File: src/design/ppc_pkg.sv
package ppc_pkg;
   // ---------------------------------------------------------------
   // register offsets
   // ---------------------------------------------------------------
   localparam logic [7:0] ADDR_IN_LO   = 8'h00;
   localparam logic [7:0] ADDR_IN_HI   = 8'h01;
   localparam logic [7:0] ADDR_PH0_LO  = 8'h02;
   localparam logic [7:0] ADDR_PH0_HI  = 8'h03;
   localparam logic [7:0] ADDR_DIR_LO  = 8'h06;
   localparam logic [7:0] ADDR_DIR_HI  = 8'h07;
   localparam logic [7:0] ADDR_PH1_LO  = 8'h0a;
   localparam logic [7:0] ADDR_PH1_HI  = 8'h0b;
   localparam logic [7:0] ADDR_MASTER  = 8'h0e;
   localparam logic [7:0] ADDR_CFG     = 8'h0f;
   localparam logic [7:0] ADDR_INT_LO  = 8'h10;
   localparam logic [7:0] ADDR_INT_HI  = 8'h17;
   // ---------------------------------------------------------------
   // configuration fields
   // ---------------------------------------------------------------
   localparam int CFG_ALT    = 0;
   localparam int CFG_FLIP   = 1;
   localparam int CFG_GLOBAL = 2;
   localparam int CFG_O16_P0 = 4;
   localparam int CFG_O16_P1 = 5;
   localparam int CFG_PIN    = 6;
   localparam logic [7:0] CFG_WMASK = 8'h37;
   // ---------------------------------------------------------------
   // reset values
   // ---------------------------------------------------------------
   localparam logic [15:0] PH_RST     = 16'hffff;
   localparam logic [15:0] DIR_RST    = 16'hffff;
   localparam logic [7:0]  CFG_RST    = 8'h30;
   localparam logic [7:0]  MASTER_RST = 8'h00;
   localparam logic [63:0] INT_RST    = 64'hffff_ffff_ffff_ffff;
   // ---------------------------------------------------------------
   // timing
   // ---------------------------------------------------------------
   localparam int          CLK_HZ      = 250_000_000;
   localparam int          OSC_HZ      = 32_000;
   localparam int          OSC_DIV_DEF = CLK_HZ / OSC_HZ;
   localparam logic [3:0]  CYC_LAST    = 4'hf;
   localparam logic [3:0]  SLOT_LAST   = 4'he;
   localparam logic [3:0]  INT_FULL    = 4'hf;
endpackage

File: src/design/ppc_port_control.sv
module ppc_port_control
   import ppc_pkg::*;
#(
   parameter int OSC_DIV = OSC_DIV_DEF
) (
   input  wire logic        clk_sys_in,
   input  wire logic        rst_in,
   input  wire logic [7:0]  reg_addr_in,
   input  wire logic        reg_wr_in,
   input  wire logic        reg_rd_in,
   input  wire logic [7:0]  reg_wdata_in,
   output logic      [7:0]  reg_rdata_out,
   input  wire logic        toggle_pin_in,
   input  wire logic [15:0] io_ports_in,
   output logic      [15:0] io_ports_out,
   output logic      [15:0] io_ports_oe_out,
   output logic             seventeenth_output_out,
   output logic             seventeenth_output_oe_out
);
   if (OSC_DIV < 2 || OSC_DIV > 8191) begin : g_chk
      $error("OSC_DIV out of range");
   end

   typedef struct packed {
      logic [15:0] in_s1;
      logic [15:0] in_s2;
      logic        tg_s1;
      logic        tg_s2;
      logic [15:0] ph0;
      logic [15:0] ph1;
      logic [15:0] dir;
      logic [7:0]  cfg;
      logic [7:0]  master;
      logic [63:0] inten;
      logic [12:0] div;
      logic [3:0]  cyc;
      logic [3:0]  slot;
      logic [7:0]  rdata;
      logic [15:0] oe;
      logic        o16_oe;
   } ppc_state_t;

   ppc_state_t st;
   ppc_state_t next_st;

   // ---------------------------------------------------------------
   // phase selection and pwm gating
   // ---------------------------------------------------------------
   logic        alt_sel;
   logic [15:0] lvl;
   logic [15:0] on_time;
   logic        pwm_on;
   logic        tick;
   logic        o16_lvl;
   logic        o16_on;

   assign pwm_on  = st.master[7:4] != 4'h0;
   assign tick    = pwm_on && st.div == 13'(OSC_DIV - 1);
   assign alt_sel = st.cfg[CFG_ALT] & (st.cfg[CFG_FLIP] ^ st.tg_s2);
   assign lvl     = alt_sel ? st.ph1 : st.ph0;
   assign o16_lvl = alt_sel ? st.cfg[CFG_O16_P1] : st.cfg[CFG_O16_P0];
   assign o16_on  = !pwm_on || st.master[3:0] == INT_FULL
                    || (st.slot < st.master[7:4] && st.cyc <= st.master[3:0]);

   for (genvar i = 0; i < 16; i++) begin : g_port
      logic [3:0] val;
      // global setting replaces all individual ones
      assign val = st.cfg[CFG_GLOBAL] ? st.master[3:0] : st.inten[4*i +: 4];
      // full intensity or pwm off gives a static level
      assign on_time[i] = !pwm_on || val == INT_FULL
                          || (st.slot < st.master[7:4] && st.cyc <= val);
   end

   // ---------------------------------------------------------------
   // next state
   // ---------------------------------------------------------------
   always_comb begin
      logic [15:0] drv;
      drv = '0;
      next_st = st;
      next_st.in_s1 = io_ports_in;
      next_st.in_s2 = st.in_s1;
      next_st.tg_s1 = toggle_pin_in;
      next_st.tg_s2 = st.tg_s1;

      if (reg_wr_in) begin
         unique case (reg_addr_in)
            ADDR_PH0_LO: next_st.ph0[7:0]  = reg_wdata_in;
            ADDR_PH0_HI: next_st.ph0[15:8] = reg_wdata_in;
            ADDR_PH1_LO: next_st.ph1[7:0]  = reg_wdata_in;
            ADDR_PH1_HI: next_st.ph1[15:8] = reg_wdata_in;
            ADDR_DIR_LO: next_st.dir[7:0]  = reg_wdata_in;
            ADDR_DIR_HI: next_st.dir[15:8] = reg_wdata_in;
            ADDR_MASTER: next_st.master    = reg_wdata_in;
            ADDR_CFG:    next_st.cfg       = reg_wdata_in & CFG_WMASK;
            default: begin
               if (reg_addr_in >= ADDR_INT_LO && reg_addr_in <= ADDR_INT_HI) begin
                  next_st.inten[8*reg_addr_in[2:0] +: 8] = reg_wdata_in;
               end
            end
         endcase
      end

      if (reg_rd_in) begin
         unique case (reg_addr_in)
            ADDR_IN_LO:  next_st.rdata = st.in_s2[7:0];
            ADDR_IN_HI:  next_st.rdata = st.in_s2[15:8];
            ADDR_PH0_LO: next_st.rdata = st.ph0[7:0];
            ADDR_PH0_HI: next_st.rdata = st.ph0[15:8];
            ADDR_PH1_LO: next_st.rdata = st.ph1[7:0];
            ADDR_PH1_HI: next_st.rdata = st.ph1[15:8];
            ADDR_DIR_LO: next_st.rdata = st.dir[7:0];
            ADDR_DIR_HI: next_st.rdata = st.dir[15:8];
            ADDR_MASTER: next_st.rdata = st.master;
            ADDR_CFG:    next_st.rdata = st.cfg | {1'b0, st.tg_s2, 6'h00};
            default: begin
               if (reg_addr_in >= ADDR_INT_LO && reg_addr_in <= ADDR_INT_HI) begin
                  next_st.rdata = st.inten[8*reg_addr_in[2:0] +: 8];
               end else begin
                  next_st.rdata = 8'h00;
               end
            end
         endcase
      end

      // oscillator and step counters, cleared to zero while pwm is off
      if (!pwm_on) begin
         next_st.div  = '0;
         next_st.cyc  = '0;
         next_st.slot = '0;
      end else if (tick) begin
         next_st.div = '0;
         next_st.cyc = st.cyc + 4'h1;
         if (st.cyc == CYC_LAST) begin
            next_st.slot = (st.slot == SLOT_LAST) ? 4'h0 : st.slot + 4'h1;
         end
      end else begin
         next_st.div = st.div + 13'h1;
      end

      // off-time drives the opposite of the phase level
      drv = lvl ^ ~on_time;
      next_st.oe = ~st.dir & ~drv;
      next_st.o16_oe = !(o16_on ? o16_lvl : !o16_lvl);
   end

   always_ff @(posedge clk_sys_in or posedge rst_in) begin
      if (rst_in) begin
         st <= '{in_s1: 16'h0000, in_s2: 16'h0000, tg_s1: 1'b0, tg_s2: 1'b0,
                 ph0: PH_RST, ph1: PH_RST, dir: DIR_RST, cfg: CFG_RST,
                 master: MASTER_RST, inten: INT_RST, div: 13'h0000,
                 cyc: 4'h0, slot: 4'h0, rdata: 8'h00, oe: 16'h0000,
                 o16_oe: 1'b0};
      end else begin
         st <= next_st;
      end
   end

   assign reg_rdata_out             = st.rdata;
   assign io_ports_out              = 16'h0000;
   assign io_ports_oe_out           = st.oe;
   assign seventeenth_output_out    = 1'b0;
   assign seventeenth_output_oe_out = st.o16_oe;
endmodule

File: config.mk
export PLATFORM = sky130hd
export DESIGN_NAME = ppc_port_control
export DESIGN_NICKNAME = d
export VERILOG_FILES = /design/src/design/ppc_pkg.sv /design/src/design/ppc_port_control.sv
export SDC_FILE = /design/constraint.sdc
export NUM_CORES = 1
export LEC_CHECK = 0
export ABC_AREA = 1
export BUFFER_PORTS_ARGS = -buffer_cell sky130_fd_sc_hd__buf_2
export CORE_MARGIN = 2
export CORE_UTILIZATION = 60
export CTS_CLUSTER_DIAMETER = 100
export DETAILED_ROUTE_END_ITERATION = 10
export PLACE_DENSITY = 0.76
export SETUP_SLACK_MARGIN = 0.05
export SYNTH_ARGS = -nofsm -noshare
export SYNTH_HDL_FRONTEND = slang
export SYNTH_SLANG_ARGS = --single-unit
export TNS_END_PERCENT = 20
File: constraint.sdc
create_clock -name clk_sys_in -period 7.1 [get_ports clk_sys_in]
set_input_delay 0.71 -clock clk_sys_in [delete_from_list [all_inputs] [get_ports clk_sys_in]]
set_output_delay 0.71 -clock clk_sys_in [all_outputs]
set_load 0.03 [all_outputs]
==> impl_metrics.py <==
metrics = {
    "status": {
        "status": "finished clean",
    },
    "final_layout": {
        "layout.cells.non_filler": 1968,
        "antenna_cells": 0,
        "fin_area_um2": 13470,
        "num-fill-cells": 1762,
        "fin_util_pct": 66.36,
        "drive_gt1_share_pct": 14.02,
        "syn2layout_area_growth_pct": 8.473,
        "nNetsFinal": 1798,
    },
    "clock_network": {
        "insertion_delay_ps": 530,
        "hold_buffers": 0,
        "cts_tree": "yes",
        "cts-root-buf": "clkbuf_16",
        "cts_buffer_depth": 3,
        "cts_buffers": 23,
        "post-cts-setup-buffers": 0,
        "htreeDepth": 1,
        "cts_resized": 0,
        "cts_sinks": 205,
        "clk_pin_slew_ps": 60,
    },
    "grt": {
        "grt_pass1_vias": 10310,
        "antenna_found_initial": 0,
        "grt_pass1_wl_um": 54930,
        "grtUsageTotal_pct": 32.21,
        "grt-ovfl-total": 0,
        "grt_max_degree": 149,
    },
    "route": {
        "antenna_left": 0,
        "wirelength_um": 34880,
        "drt-initial-drc-count": 1309,
        "drc_errors": 0,
        "wl_per_cell_um": 17.72,
        "vias": 11170,
        "firstDrtPassIters": 7,
        "met2_length_um": 14380,
        "wl_met3_um": 4220,
        "wl_met1_um": 14760,
        "top_layer": "met4",
        "via_per_inst": 5.673,
    },
    "synthesis": {
        "synth-edff-count": 0,
        "yosysTopAreaCell": "dfstp_2",
        "synthTopCellsByArea": "dfstp_2, dfrtp_1, nand2_1, o21ai_0, ha_1",
        "ys_warn_count": 0,
        "synthTopCellsByCount": "nand2_1, o21ai_0, inv_1, nand3_1, dfstp_2",
        "ys_ff_latch": 205,
        "syn_area_per_cell_um2": 7.440,
        "yosysUniqueCellTypes": 35,
        "synth_cells": 1669,
        "syn_area_um2": 12420,
        "synth_ff_type": "dfstp_2",
        "synth_top_area_share_pct": 24.12,
        "yosysSeqAreaShare_pct": 42.46,
        "synth.most_common_cell": "nand2_1",
        "synthArstFlopShare_pct": 100.0,
    },
    "placement": {
        "dpl-instance-area_um2": 12590,
        "gp_congestion": 0.9711,
        "dp_hpwl_um": 25130,
        "post-place-ws_ps": 2993,
        "dp.cells": 1926,
        "port_buffers": 61,
    },
    "die": {
        "dieArea_um2": 21860,
        "pin_count": 79,
        "die_h_um": 147.9,
        "die_x_um": 147.9,
        "num_rows": 52,
        "core_um2": 20300,
        "start_util_pct": 61.17,
    },
    "timing": {
        "fin_ws_ps": 3409,
        "period_minus_slack_ps": 3691,
        "finClkSkew_ps": 14.95,
        "hold_viol": 0,
        "worstMarginPinSlew_ps": 1197,
        "relSlewSlack_pct": 19.96,
        "rsz0062_at_grt": "no",
        "drv_slew": 0,
        "finalSetupTns_ps": 0,
        "timing.hold.ws_ps": 283.3,
        "setup_violations": 0,
        "timing.fmax_ghz": 0.2710,
        "finalCritPeriodShare_pct": 51.98,
    },
    "worst_setup_path": {
        "required_ps": 7540,
        "worstPathMaxFanout": 55,
        "crit_arrival_ps": 4130,
        "worstSetupEndpointType": "register",
        "crit_path_start_kind": "input pin",
        "crit_type": "in -> reg",
    },
    "power_and_ir_drop": {
        "leakagePower_nw": 5.872,
        "power.total_mw": 3.101,
        "powerDensity_nw_per_um2": 230.2,
        "peakVddDrop_v": 0.0002311,
    },
    "flow_run": {
        "drv_cap": 0,
    },
    "worst_hold_path": {
        "hold_class": "in -> reg",
    },
}
worst max-delay path: stages:
cell and delay [ps]:
buf_2 680, inv_1 720, ha_1 870, clkinv_1 360, nand4_1 530, nand2_1 100, o21ai_0 110
flip-flops by register name, summed over array words and instances, names as in the netlist:
signal,count
st,163
io_ports_oe_out,16
seventeenth_output_oe_out,1
reg_rdata_out,8
next_st,17
kinds of logic (layout without fill, tap and decap cells):
logic type,count (synthesis),in the layout,share of synthesized area [%]
AO/OA/AOI/OAI,290,290,11.89
flip-flops,205,205,42.46
XOR/XNOR,3,3,0.2116
buffers and inverters,298,311,10.74
other,1,17,0.03020
AND/OR/NAND/NOR,792,792,26.61
adder cells (fa/ha/maj),80,80,8.060
metal layers:
metal,vias to the layer above,track usage [%]
li1,5367,-
met1,5087,47.74
met2,624,45.84
met3,87,7.438
met4,0,12.76
met5,-,0
path summary, 6_finish.rpt:
check                               start             endpoint  slack [ps]  cells past startpoint
max in group asynchronous          rst_in              st[113]        5360                      3
setup reg to reg                  st[120]  io_ports_oe_out[15]        4210                     13
hold / removal             io_ports_in[2]         next_st[178]         280                      1
hold reg to reg              next_st[179]              st[179]         350                      0
min in group asynchronous          rst_in     reg_rdata_out[5]         430                      2
setup / recovery           reg_addr_in[0]               st[84]        3410                      7
cells in the final DEF (no fill, tap or decap), drive strengths merged, types with 3 or more instances in the layout:
| cell type | n |
|---|---|
| nor3 | 5 |
| a21oi | 57 |
| nand2 | 480 |
| dfstp | 114 |
| o211ai | 3 |
| clkbuf | 26 |
| ha | 80 |
| conb | 17 |
| o21ai | 224 |
| nand4 | 33 |
| dfrtp | 91 |
| buf | 64 |
| clkinv | 7 |
| inv | 206 |
| nor2 | 119 |
| nand3 | 151 |
| bufinv | 6 |
power by group:
part           switching [mW]  total (mW)  internal [mW]
Sequential             0.0346        1.28           1.25
Combinational           0.331       0.460          0.129
Clock                   0.508        1.36          0.852
cell type report:
cell class                      instances  area, um^2  share of cell area (%)
Multi-Input combinational cell       1182        5872                   43.59
Sequential cell                       205        5273                   39.14
Inverter                              205       779.5                   5.787
Clock buffer                           26       616.8                   4.579
Tap cell                              270       337.8                   2.508
Timing Repair Buffer                   64       327.8                   2.434
Clock inverter                         16       264.0                   1.960
Power figures use the tool's default switching activity.
